**src/qsas_pkg.sv**
```systemverilog
// Shared constants and types for the quad serial adder/subtractor
`default_nettype none
package qsas_pkg;

  // Channel count and buffer shape
  localparam int CHANNELS = 4;
  localparam int FIFO_DEPTH = 16;
  // Entries kept free to absorb bits still in the input pipeline
  localparam int SKID_SLOTS = 4;

  // Operation select encodings
  localparam logic MODE_ADD = 1'h0;
  localparam logic MODE_SUB = 1'h1;

  // Values loaded by a clear
  localparam logic SUM_CLEAR = 1'h0;
  localparam logic CARRY_ADD_PRESET = 1'h0;
  localparam logic CARRY_SUB_PRESET = 1'h1;

  // Reset values of control flags
  localparam logic FLAG_RESET = 1'h0;

  // One bit per channel
  typedef logic [CHANNELS-1:0] lane_t;

  // Operand pins as sampled from outside
  typedef struct packed {
    lane_t a;
    lane_t b;
    lane_t sub;
    logic clear_n;
    logic valid;
  } operand_pins_t;

  // One buffered result slice
  typedef struct packed {
    logic first;
    lane_t bits;
  } result_word_t;

  localparam int RESULT_W = $bits(result_word_t);

  // Word phase, Gray coded along clear, armed, run
  typedef enum logic [1:0] {
    ST_CLEAR = 2'h0,
    ST_ARMED = 2'h1,
    ST_RUN = 2'h3
  } phase_t;

endpackage
`default_nettype wire

```
**src/serial_word_fifo.sv**
```systemverilog
`timescale 1ns/10ps
`default_nettype none
module serial_word_fifo #(
  parameter int WIDTH = 5,
  parameter int DEPTH = 16
) (
  input wire logic clock_in,
  input wire logic srst_in,
  input wire logic ce_in,
  input wire logic wr_valid_in,
  output logic wr_ready_out,
  input wire logic [WIDTH-1:0] wr_data_in,
  output logic rd_valid_out,
  input wire logic rd_ready_in,
  output logic [WIDTH-1:0] rd_data_out,
  output logic [$clog2(DEPTH+1)-1:0] fill_out
);
  localparam int PW = $clog2(DEPTH);
  localparam int CW = $clog2(DEPTH+1);

  logic [WIDTH-1:0] mem [DEPTH]; // Storage flops
  logic [WIDTH-1:0] next_mem [DEPTH];
  logic [PW-1:0] wr_ptr; // Write index
  logic [PW-1:0] next_wr_ptr;
  logic [PW-1:0] rd_ptr; // Read index
  logic [PW-1:0] next_rd_ptr;
  logic [CW-1:0] count; // Entries held
  logic [CW-1:0] next_count;
  logic push;
  logic pop;

  // Handshakes with honest full and empty
  assign wr_ready_out = (count != CW'(DEPTH));
  assign rd_valid_out = (count != '0);
  assign rd_data_out = mem[rd_ptr];
  assign fill_out = count;
  assign push = wr_valid_in && wr_ready_out;
  assign pop = rd_valid_out && rd_ready_in;

  // Next pointers, count and storage
  always_comb begin
    next_mem = mem;
    next_wr_ptr = wr_ptr;
    next_rd_ptr = rd_ptr;
    next_count = count;
    if (push) begin
      next_mem[wr_ptr] = wr_data_in;
      next_wr_ptr = wr_ptr + 1'h1;
    end
    if (pop) begin
      next_rd_ptr = rd_ptr + 1'h1;
    end
    if (push && !pop) begin
      next_count = count + 1'h1;
    end else if (pop && !push) begin
      next_count = count - 1'h1;
    end
  end

  // Register stage, frozen while the enable is low
  always_ff @(posedge clock_in) begin
    if (srst_in) begin
      wr_ptr <= '0;
      rd_ptr <= '0;
      count <= '0;
      for (int i = 0; i < DEPTH; i++) begin
        mem[i] <= '0;
      end
    end else if (ce_in) begin
      wr_ptr <= next_wr_ptr;
      rd_ptr <= next_rd_ptr;
      count <= next_count;
      mem <= next_mem;
    end
  end
endmodule // serial_word_fifo
`default_nettype wire

```
**src/quad_serial_add_subtract.sv**
```systemverilog
`timescale 1ns/10ps
`default_nettype none
module quad_serial_add_subtract (
  input wire logic clock_in,
  input wire logic srst_in,
  input wire logic ce_in,
  input wire qsas_pkg::operand_pins_t pins_in,
  input wire logic result_ready_in,
  output logic operand_ready_out,
  output qsas_pkg::lane_t sum_bits_out,
  output qsas_pkg::lane_t carry_bits_out,
  output qsas_pkg::lane_t result_bits_out,
  output logic result_first_out,
  output logic result_valid_out,
  output logic clearing_out,
  output logic overflow_out
);
  import qsas_pkg::*;

  ////////////////////////////////////////////////////////////////////////////
  // Declarations
  ////////////////////////////////////////////////////////////////////////////

  localparam int FILL_W = $clog2(FIFO_DEPTH+1);
  // Highest fill at which new operands are still invited
  localparam logic [FILL_W-1:0] READY_LIMIT = FILL_W'(FIFO_DEPTH - SKID_SLOTS);

  operand_pins_t pins_meta; // First synchroniser stage
  operand_pins_t next_pins_meta;
  operand_pins_t pins_sync; // Second synchroniser stage
  operand_pins_t next_pins_sync;

  lane_t sum_q; // Sum flops, one per channel
  lane_t next_sum_q;
  lane_t carry_q; // Carry flops, one per channel
  lane_t next_carry_q;
  lane_t step_sum; // Full adder sum of this bit
  lane_t step_carry; // Full adder carry out of this bit
  lane_t b_eff; // Second operand, inverted for subtract

  phase_t phase; // Word phase
  phase_t next_phase;

  logic clear_active; // Synchronised clear is asserted
  logic step; // A bit pair is consumed this cycle
  logic drop; // A valid pair met a full buffer
  logic overflow_q; // Sticky drop flag
  logic next_overflow_q;
  logic clearing_q; // Registered clear indication
  logic next_clearing_q;
  logic ready_q; // Registered operand ready
  logic next_ready_q;

  result_word_t push_word; // Slice written into the buffer
  result_word_t fifo_word; // Slice at the buffer head
  logic fifo_wr_ready; // Buffer can take a slice
  logic fifo_rd_valid; // Buffer holds a slice
  logic fifo_pop; // Output stage takes the head
  logic [FILL_W-1:0] fifo_fill; // Buffer fill level

  result_word_t out_word; // Output register
  result_word_t next_out_word;
  logic out_valid; // Output register holds a slice
  logic next_out_valid;

  ////////////////////////////////////////////////////////////////////////////
  // Input synchroniser
  ////////////////////////////////////////////////////////////////////////////

  // Two flops on every pin; only the second stage is read
  always_comb begin
    next_pins_meta = pins_in;
    next_pins_sync = pins_meta;
  end

  // Register both stages
  always_ff @(posedge clock_in) begin
    if (srst_in) begin
      pins_meta <= '0;
      pins_sync <= '0;
    end else if (ce_in) begin
      pins_meta <= next_pins_meta;
      pins_sync <= next_pins_sync;
    end
  end

  ////////////////////////////////////////////////////////////////////////////
  // Serial arithmetic channels
  ////////////////////////////////////////////////////////////////////////////

  // Shared clear, taken from the synchronised pin
  assign clear_active = !pins_sync.clear_n;

  // A pair is consumed when valid, not clearing and buffer has room
  assign step = pins_sync.valid && !clear_active && fifo_wr_ready;
  // A valid pair that cannot be buffered is lost and flagged
  assign drop = pins_sync.valid && !clear_active && !fifo_wr_ready;

  // Full adder per channel; subtract adds the inverse of B
  always_comb begin
    b_eff = '0;
    step_sum = '0;
    step_carry = '0;
    for (int i = 0; i < CHANNELS; i++) begin
      // Low select adds B, high select adds its inverse
      b_eff[i] = pins_sync.b[i] ^ (pins_sync.sub[i] == MODE_SUB);
      // Preset carry supplies the plus one of the complement
      step_sum[i] = pins_sync.a[i] ^ b_eff[i] ^ carry_q[i];
      // Carry keeps rippling while low bits give no other carry
      step_carry[i] = (pins_sync.a[i] & b_eff[i])
                    | (pins_sync.a[i] & carry_q[i])
                    | (b_eff[i] & carry_q[i]);
    end
  end

  // Next sum and carry: clear first, then a step, else hold
  always_comb begin
    next_sum_q = sum_q;
    next_carry_q = carry_q;
    for (int i = 0; i < CHANNELS; i++) begin
      if (clear_active) begin
        // Sum always zero, whatever the mode
        next_sum_q[i] = SUM_CLEAR;
        // Carry preset follows this channel's select
        if (pins_sync.sub[i] == MODE_SUB) begin
          next_carry_q[i] = CARRY_SUB_PRESET;
        end else begin
          next_carry_q[i] = CARRY_ADD_PRESET;
        end
      end else if (step) begin
        // Register the sum bit and the carry out
        next_sum_q[i] = step_sum[i];
        next_carry_q[i] = step_carry[i];
      end
    end
  end

  // Sum and carry flops, rising edge only
  always_ff @(posedge clock_in) begin
    if (srst_in) begin
      sum_q <= {CHANNELS{SUM_CLEAR}};
      carry_q <= {CHANNELS{CARRY_ADD_PRESET}};
    end else if (ce_in) begin
      sum_q <= next_sum_q;
      carry_q <= next_carry_q;
    end
  end

  ////////////////////////////////////////////////////////////////////////////
  // Word phase and status
  ////////////////////////////////////////////////////////////////////////////

  // Clear arms a new word; the first step marks its least bit
  always_comb begin
    next_phase = phase;
    unique case (phase)
      ST_CLEAR: begin
        // Leave once clear is released, or on an immediate step
        if (step) begin
          next_phase = ST_RUN;
        end else if (!clear_active) begin
          next_phase = ST_ARMED;
        end
      end
      ST_ARMED: begin
        // Waiting for the first bit of the word
        if (clear_active) begin
          next_phase = ST_CLEAR;
        end else if (step) begin
          next_phase = ST_RUN;
        end
      end
      ST_RUN: begin
        // Bits flow until the next clear
        if (clear_active) begin
          next_phase = ST_CLEAR;
        end
      end
      default: begin
        // Illegal code recovers through clear
        next_phase = ST_CLEAR;
      end
    endcase
  end

  // Status flags; a drop sets overflow, a clear resets it; no drop occurs while clearing
  always_comb begin
    next_overflow_q = overflow_q;
    if (drop) begin
      next_overflow_q = 1'h1;
    end else if (clear_active) begin
      next_overflow_q = FLAG_RESET;
    end
    next_clearing_q = clear_active;
    // Invite operands only while skid room remains
    next_ready_q = (fifo_fill <= READY_LIMIT);
  end

  // Phase and status registers
  always_ff @(posedge clock_in) begin
    if (srst_in) begin
      phase <= ST_CLEAR;
      overflow_q <= FLAG_RESET;
      clearing_q <= FLAG_RESET;
      ready_q <= FLAG_RESET;
    end else if (ce_in) begin
      phase <= next_phase;
      overflow_q <= next_overflow_q;
      clearing_q <= next_clearing_q;
      ready_q <= next_ready_q;
    end
  end

  ////////////////////////////////////////////////////////////////////////////
  // Result buffer
  ////////////////////////////////////////////////////////////////////////////

  // Slice pushed is exactly what the sum flops load
  always_comb begin
    push_word.bits = step_sum;
    push_word.first = (phase != ST_RUN);
  end

  // Sixteen slices between the channels and the consumer
  serial_word_fifo #(
    .WIDTH(RESULT_W),
    .DEPTH(FIFO_DEPTH)
  ) u_result_fifo (
    .clock_in(clock_in),
    .srst_in(srst_in),
    .ce_in(ce_in),
    .wr_valid_in(step),
    .wr_ready_out(fifo_wr_ready),
    .wr_data_in(push_word),
    .rd_valid_out(fifo_rd_valid),
    .rd_ready_in(fifo_pop),
    .rd_data_out(fifo_word),
    .fill_out(fifo_fill)
  );

  ////////////////////////////////////////////////////////////////////////////
  // Output register
  ////////////////////////////////////////////////////////////////////////////

  // Take the head when the register is empty or being drained
  assign fifo_pop = fifo_rd_valid && (!out_valid || result_ready_in);

  // Next output slice
  always_comb begin
    next_out_word = out_word;
    next_out_valid = out_valid;
    if (fifo_pop) begin
      next_out_word = fifo_word;
      next_out_valid = 1'h1;
    end else if (result_ready_in) begin
      next_out_valid = 1'h0;
    end
  end

  // Output slice register
  always_ff @(posedge clock_in) begin
    if (srst_in) begin
      out_word <= '0;
      out_valid <= 1'h0;
    end else if (ce_in) begin
      out_word <= next_out_word;
      out_valid <= next_out_valid;
    end
  end

  // Every output is a flop
  assign sum_bits_out = sum_q;
  assign carry_bits_out = carry_q;
  assign result_bits_out = out_word.bits;
  assign result_first_out = out_word.first;
  assign result_valid_out = out_valid;
  assign operand_ready_out = ready_q;
  assign clearing_out = clearing_q;
  assign overflow_out = overflow_q;

endmodule // quad_serial_add_subtract
`default_nettype wire

```
**config.mk**
```make
export PLATFORM = sky130hd
export DESIGN_NAME = quad_serial_add_subtract
export DESIGN_NICKNAME = d
export VERILOG_FILES = /design/src/qsas_pkg.sv /design/src/serial_word_fifo.sv /design/src/quad_serial_add_subtract.sv
export SDC_FILE = /design/constraint.sdc
export NUM_CORES = 1
export LEC_CHECK = 0
export ABC_AREA = 1
export BUFFER_PORTS_ARGS = -buffer_cell sky130_fd_sc_hd__buf_2
export CAP_MARGIN = 20
export CELL_PAD_IN_SITES_DETAIL_PLACEMENT = 0
export CELL_PAD_IN_SITES_GLOBAL_PLACEMENT = 2
export CORE_MARGIN = 2
export CORE_UTILIZATION = 38
export CTS_BUF_LIST = sky130_fd_sc_hd__clkbuf_16
export DETAILED_ROUTE_END_ITERATION = 8
export HOLD_SLACK_MARGIN = 0.06
export PLACE_DENSITY = 0.89
export SLEW_MARGIN = 20
export SYNTH_ARGS = -nofsm -noshare
export SYNTH_HDL_FRONTEND = slang
export SYNTH_HIERARCHICAL = 1
export SYNTH_SLANG_ARGS = --single-unit
```
**constraint.sdc**
```tcl
create_clock -name clock_in -period 5.6 [get_ports clock_in]
set_clock_uncertainty 0.15 [all_clocks]
set_input_delay 0.28 -clock clock_in [delete_from_list [all_inputs] [get_ports clock_in]]
set_output_delay 0.28 -clock clock_in [all_outputs]
set_load 0.01 [all_outputs]
```
# --- Word-level counts from Yosys, hierarchy flattened ---
# Cells that the tools add are included.
totals:
  output_inout_bits: 17
  elab_cells: 154
  reg_bits: 140
classes:
  reduce_logical: 27
  n_addsub: 4
  order_cmp: 4
  n_mux: 38
  n_eq_ne: 9
  bitwise: 34
ops:
  columns: ["cell", "count"]
  rows:
  - ["$bwmux W80", 1]
  - ["$mux W5", 5]
  - ["$mux W1", 24]
  - ["$bmux W5 S4", 1]
  - ["$demux W5 S4", 1]
  - ["$reduce_and A2 Y1", 7]
  - ["$and A1 B1 Y1", 12]
  - ["$xor A1 B1 Y1", 12]
  - ["$ge A5 B5 Y1 const B", 2]
  - ["$mux W2", 5]
  - ["$not A4 Y5", 2]
  - ["$logic_and A1 B1 Y1", 9]
  - ["$add A4 B1 Y4 const B", 2]
  - ["$or A1 B1 Y1", 8]
  - ["$ne A3 B2 Y1 const B", 2]
  - ["$pmux W2 S3", 1]
  - ["$add A5 B1 Y5 const B", 1]
  - ["$le A5 B4 Y1 const B", 1]
  - ["$logic_not A1 Y1", 5]
  - ["$lt A5 B1 Y1 const B", 1]
  - ["$ne A5 B5 Y1 const B", 1]
  - ["$reduce_bool A5 Y1", 1]
  - ["$sub A5 B1 Y5 const B", 1]
  - ["$ne A2 B1 Y1 const B", 2]
  - ["other kinds (7)", 9]

# --- Depth between registers and ports, before layout ---
# Gate-level depths: netlist of the first run.
depth:
  ltp_word: 8
  depth_mapped: 19
  ltp_nobuf: 16

# --- By module ---
# Netlist of the first run, hierarchy kept.
by_module_without_submodules:
  columns: ["mod", "cells_each", "n_inst", "area_each_um2", "seq_area_each_um2"]
  rows:
  - ["serial_word_fifo", 803, 1, 5255.0, 1861.8]
  - ["quad_serial_add_subtract", 249, 1, 1915.6, 940.9]

# --- Least setup slack after synthesis of the first run ---
# No wires, ideal clock.
synth_path:
  path_kind: "register to register"
  from: "reg u_result_fifo.count[1], in the netlist u_result_fifo/fill_out[1]"
  to: "reg u_result_fifo.count[4], in the netlist u_result_fifo/fill_out[4]"
  t_required_ps: 5380
  slack_ps: 2746
  arrival_ps: 2634
  setup_ps: 70
  path_buffers: 3
  stages_incl_launch_ff: 19
  cell_sequence: "dfxtp_1 nor2_1 nand3_2 buf_6 nand3_1 clkinv_1 buf_6 buf_12 nand2_1 inv_1 ha_1 inv_1 ha_1 or2_2 nand2_1 nand2_1 nand2_1 nand2_1 a21oi_1"
synth_between:
  elab_chain_cells: 7
  elab_cells_between_ends: 16
synth_lines:
  columns: ["element", "line_no", "text"]
  rows:
  - ["start: declaration", "serial_word_fifo.sv:27", "logic [CW-1:0] count;"]
  - ["start signal: assignment", "serial_word_fifo.sv:72", "count <= next_count;"]
  - ["$ne A5 B5 Y1 (*)", "serial_word_fifo.sv:33", "assign wr_ready_out = (count != CW'(DEPTH));"]
  - ["net fifo_wr_ready", "quad_serial_add_subtract.sv:56", "logic fifo_wr_ready;"]
  - ["$logic_and A1 B1 Y1 (*)", "quad_serial_add_subtract.sv:95", "assign step = pins_sync.valid && !clear_active && fifo_wr_ready;"]
  - ["net step", "quad_serial_add_subtract.sv:45", "logic step;"]
  - ["$logic_and A1 B1 Y1 (*)", "serial_word_fifo.sv:37", "assign push = wr_valid_in && wr_ready_out;"]
  - ["$logic_not A1 Y1", "serial_word_fifo.sv:55", "end else if (pop && !push) begin"]
  - ["$logic_and A1 B1 Y1", "serial_word_fifo.sv:55", null]
  - ["$reduce_bool A2 Y1 (no line)", null, null]
  - ["$reduce_and A2 Y1 (no line)", null, null]
# Mark *: on every way through the listed nets, which the timed path passes. The rest lies on a longest branch. The select of a mux whose other input is x is not followed.
# A chain may end at the register's enable or synchronous reset.

# --- Worst setup path after layout of the first run ---
layout_path:
  from: "reg u_result_fifo.count[0], in the netlist u_result_fifo/fill_out[0]"
  to: "reg u_result_fifo.count[4], in the netlist u_result_fifo/fill_out[4]"
# Same word-level chain as after synthesis.

==> out/qor.yml, run 1 <==
fillers: 1947
final_cells: 1317
outcome: "complete, no violations"
route.met3.wl_um: 566
grt_usage_pct: 18.8
cpMostUsedCell: "nand2_1"
wire_per_inst_um: 13.6
synth-main-ff-cell: "dfxtp_1"
p_leak_nw: 3.70
ant_nets: 0
viasPerCell: 4.73
num_antenna_cells: 0
clk_pin_slew_ns: 0.07
final.min_clock_period_ns: 2.82
slew_headroom_pct: 33.9
die_w_um: 141
final_cell_mix: "nand2_1 (277), nor2_1 (239), dfxtp_1 (139)"
worst_pin_slew_ns: 0.992
synth_area_leaders: "dfxtp_1 (39%), nand2_1 (15%), nor2_1 (13%)"
grt_pass1_vias: 5682
worstHoldPathType: "input pin to flip-flop"
fp-row-count: 50
clk_latency_ns: 0.43
crit_chain: "nor2_2 -> nand3_2 -> buf_4 -> nand3_1 -> clkinv_1 -> nand2_1 -> inv_1 -> ha_1 -> inv_1 -> ha_1 -> or2_2 -> nand2_1 -> nand2_1 -> nand2_1 -> nand2_1 -> a21oi_1"
final_common_cell: "nand2_1"
die_area_um2: 20000
power_density_nw_per_um2: 301
startpoint_type: "flip-flop"
io_buffers: 34
wl_met2_mm: 7.78
dp.cells: 1271
worstHoldPathCells: 4
cts_tree: "built"
p_total_mw: 2.44
htreeDepth: 4
critPathSlowestCell: "dfxtp_1"
highest_layer: "met4"
seq_area_frac_synth_pct: 39.1
grt_overflow_total: 0
grt_start_max_net_pins: 85
crit_path_max_fanout: 22
yosysUniqueCellTypes: 31
synth_top_area_share_pct: 39.1
grt_pass1_wl_mm: 29.4
syn_area_per_cell_um2: 6.82
yosys_register_bits: 140
fin_crit_sh_pct: 50.4
firstDrtPassIters: 5
gp_congestion: 0.816
routed_wl_mm: 17.9
coreArea_um2: 18600
drt_iter0_markers: 374
hold_viol: 0
clockBufferDepth: 2
rsz0062_at_grt: "false"
tns_ns: 0
initial_core_util_pct: 38.6
drive_gt1_share_pct: 9.23
synth.largest_area_cell: "dfxtp_1"
io_pins: 35
die_h_um: 141
end_kind: "flip-flop"
cts_buffers: 17
syn-cell-area_um2: 7170
crit_required_ns: 5.81
met1_length_mm: 9.20
numClockSinks: 140
syn-num-nets: 1084
cts-root-buf: "clkbuf_16"
reg2reg_depth: 16
reg2reg_slack_ns: 2.78
area_growth_pct: 13.2
num_vias: 6230
peakVddDrop_mv: 0.206
critPathArrivalTime_ns: 3.03
max_cap_viol_count: 0
antenna_found_initial: 0
hpwl_mm: 11.1
setup_viol: 0
netlist_instances: 1052
synth_edf_count: 0
clock.fmax_ghz: 0.354
slew_violations: 0
worstSetupPathType: "flip-flop to flip-flop"
ys_warn_count: 6
drc: 0
critPathMaxStageDelay_ns: 0.44
post-cts-setup-buffers: 0
nets: 1102
async_flop_share_pct: 0
-- layout make-up --
class	count	area, um2	share of cell area, %
multi-input combinational	733	3570	44.0
sequential	140	2800	34.6
timing repair buffer	54	355	4.38
clock buffer	17	425	5.24
inverter	124	469	5.78
tap	234	293	3.61
clock inverter	15	196	2.42
-- timing repair --
action	in CTS	in global routing
hold endpoints to repair	14	0
hold buffers	14	0
gates resized for setup	0	0
-- stage by stage --
step	setup slack, ns	hold WS [ns]	area (um2)	utilization (%)
5_1_grt	2.48	0.143	8120	43.7
3_3_place_gp	2.78	0.301	7350	39.6
2_1_floorplan	2.75	0.199	7170	-
3_5_place_dp	2.76	0.308	7350	39.6
4_1_cts	2.74	0.0920	8120	43.7
6_report	2.78	0.104	8120	43.7
-- cells by family after synthesis --
| kind of cell | count (synthesis) | synth area share (%) |
|---|---|---|
| adders and majority gates | 14 | 2.97 |
| and+or+nand+nor | 596 | 36.6 |
| DFF | 140 | 39.1 |
| buffers and inverters | 179 | 11.1 |
| AOI/OAI and AO/OA | 117 | 9.47 |
| xor gates and xnor gates | 6 | 0.733 |
-- metal layers --
layer  global-route usage (%)  vias to the layer above
met4                     6.95                        0
met5                        0                        -
met1                     25.8                     2803
met2                     29.2                      101
met3                     3.68                       22
li1                         -                     3304
-- where the power goes --
group          leakage, nW  internal [mW]  switching [mW]
clock                0.307          0.685           0.515
combinational         2.26         0.0509           0.158
sequential            1.14           1.02          0.0151
-- path summary, 6_finish.rpt --
path                                           startpoint                         to
worst max-delay path            u_result_fifo/fill_out[0]  u_result_fifo/fill_out[4]
worst min-delay path                      result_ready_in           result_valid_out
worst max register to register  u_result_fifo/fill_out[0]  u_result_fifo/fill_out[4]
worst min register to register         result_bits_out[0]         result_bits_out[0]
-- worst max-delay path, delay by kind of cell (launching register included) --
family	cells	cell delay [ns]
AO/OA/AOI/OAI	1	0.12
adder cells (fa/ha/maj)	2	0.46
buffers and inverters	4	0.71
flip-flops	1	0.44
AND/OR/NAND/NOR	9	0.87
-- synth_stat cells (6+ instances only) --
library cell and n:
buf_4 8, clkbuf_1 9, dfxtp_1 140, a21oi_1 36, buf_2 27, nor2_1 239
ha_1 9, nand3_1 52, o21ai_0 41, nand4_1 6, o211ai_1 31, inv_1 120
nand2_1 277, nand4_4 16, o21ai_1 7
-- sequential cells by signal, summed over array words and instances (netlist names) --
signal	count
overflow_out	1
u_result_fifo/rd_ptr	4
result_bits_out	4
operand_ready_out	1
result_first_out	1
result_valid_out	1
sum_bits_out	4
next_pins_sync	14
clearing_out	1
u_result_fifo/mem	80
carry_bits_out	4
pins_sync	14
phase	2
u_result_fifo/fill_out	5
u_result_fifo/wr_ptr	4
Power figures use the tool's default switching activity.
==> run 2: changes to the inputs <==
Settings changed: CORE_UTILIZATION 38 to 31, PLACE_DENSITY 0.89 to 0.78.
Clock period 5.6 ns to 2.3 ns, I/O delays scaled along.
==> out/qor.yml, run 2 (synthesis results as in run 1) <==
num_vias: 6312
grt_usage_pct: 16.3
clk_pin_slew_ns: 0.08
cts_buffers: 17
routed_wl_mm: 18.8
seqPwrFrac_pct: 42.3
io_pins: 35
grt_pass1_wl_mm: 31.0
slew_violations: 0
reg2reg_slack_ns: 0.16
setup_viol: 0
end_kind: "flip-flop"
rsz0062_at_grt: "false"
final.min_clock_period_ns: 2.14
worstHoldEndpoint: "next_pins_sync[10]"
p_clk_share_pct: 47.5
crit_path_max_fanout: 5
reg2reg_depth: 14
wire_per_inst_um: 13.5
final_common_cell: "nand2_1"
rr_startpoint: "u_result_fifo/fill_out[3]"
pre_cts_slack_ns: 0.150
setup_slack_ns: 0.161
antenna_found_initial: 0
grt_start_max_net_pins: 52
hold_start: "pins_in[10]"
htreeDepth: 4
drc: 0
largest_register_ffs: 80
swShare_pct: 30.0
coreArea_um2: 22600
p_switching_mw: 1.78
startpoint_type: "flip-flop"
cts-root-buf: "clkbuf_16"
r2r_end: "u_result_fifo/fill_out[4]"
post-cts-setup-buffers: 0
worstHoldPathType: "input pin to flip-flop"
crit_required_ns: 2.52
initial_core_util_pct: 31.7
cts_tree: "built"
gp_congestion: 0.791
p_leak_nw: 3.85
critPathArrivalTime_ns: 2.36
max_cap_viol_count: 0
slew_headroom_pct: 60.5
num_antenna_cells: 0
nets: 1125
peakVddDrop_mv: 0.436
pwr-share-comb_pct: 10.2
die_area_um2: 24400
area_growth_pct: 18.8
worstSetupPathType: "flip-flop to flip-flop"
worst_pin_slew_ns: 0.592
drt_iter0_markers: 294
power_density_nw_per_um2: 696
outcome: "complete, no violations"
drive_gt1_share_pct: 12.3
hpwl_mm: 12.3
fp-row-count: 55
hold_viol: 0
fin_crit_sh_pct: 93.0
clockBufferDepth: 2
clk_latency_ns: 0.43
grt_pass1_vias: 5767
final_cell_mix: "nand2_1 (276), nor2_1 (237), dfxtp_1 (135)"
die_h_um: 156
viasPerCell: 4.54
numClockSinks: 140
tns_ns: 0
internal_power_mw: 4.15
ant_nets: 0
io_buffers: 34
clock.fmax_ghz: 0.468
grt_overflow_total: 0
firstDrtPassIters: 5
top_register: "u_result_fifo/mem"
die_w_um: 156
worstHoldPathCells: 4
## run 2: changes by cell type in the layout (fill, tap and decap cells not counted), moves of 3 or more
cell	before	now
buf_4	6	21
ha_1	9	6
dfxtp_4	0	3
clkinv_8	1	6
ha_4	0	3
dfxtp_1	139	135
buf_12	0	4
dlygate4sd3_1	14	18
## run 2: layout make-up
class	count	area, um2
Multi-Input combinational cell	733	3670
Clock buffer	17	425
Timing Repair Buffer	77	588
Clock inverter	15	189
Fill cell	2457	14100
Inverter	124	478
Tap cell	285	357
Sequential cell	140	2820
## run 2: worst max-delay path by stage
stage                                            to  slack, ns                 startpoint
after floorplan           u_result_fifo/fill_out[4]      -0.17  u_result_fifo/fill_out[2]
after global placement    u_result_fifo/fill_out[4]       0.17  u_result_fifo/fill_out[3]
after detailed placement  u_result_fifo/fill_out[4]       0.15  u_result_fifo/fill_out[3]
after CTS                 u_result_fifo/fill_out[4]       0.12  u_result_fifo/fill_out[3]
after global routing      u_result_fifo/fill_out[4]      0.009  u_result_fifo/fill_out[3]
final                     u_result_fifo/fill_out[4]       0.16  u_result_fifo/fill_out[3]
## run 2: repair_timing
item	CTS	global route
hold buffers	18	0
setup endpoints to repair	0	1
resized for setup	0	1
hold endpoints to repair	36	0
## run 2: power by group through the flow
stage,Clock [mW],Sequential [mW],Combinational (mW)
global route,3.00,2.52,0.682
floorplan,0,2.56,0.371
detailed placement,0,2.57,0.597
CTS,2.89,2.51,0.622
global placement,0,2.57,0.598
finish,2.81,2.51,0.605
## run 2: stage by stage
step	util, %	instances	hold slack, ns	power [mW]	area, um2
floorplan	-	1052	0.0341	2.93	7300
global placement	34.1	1341	0.186	3.16	7720
detailed placement	34.1	1341	0.191	3.16	7720
CTS	37.6	1391	0.265	6.02	8510
global route	37.6	1391	0.286	6.19	8520
finish	37.6	1391	0.280	5.93	8520
## run 2: critical path: stages, from the launching register on
cell      delay [ns]
dfxtp_4         0.37
nor2_4          0.14
nand3_2         0.10
a21boi_4        0.15
nand2_1         0.11
ha_4            0.17
inv_6           0.05
fa_2            0.35
nand2_1         0.07
nand2_1         0.07
nand2_1         0.06
nand2_1         0.05
nand2_1         0.05
nand2_1         0.04
a21oi_1         0.13
## run 2: metal layers
| layer | track usage (%) | vias up | part of all wire (%) |
|---|---|---|---|
| met2 | 26.0 | 103 | 45 |
| li1 | - | 3357 | - |
| met4 | 4.76 | 0 | 1.2 |
| met5 | 0 | - | 0 |
| met1 | 22.4 | 2832 | 51 |
| met3 | 3.00 | 20 | 3.2 |
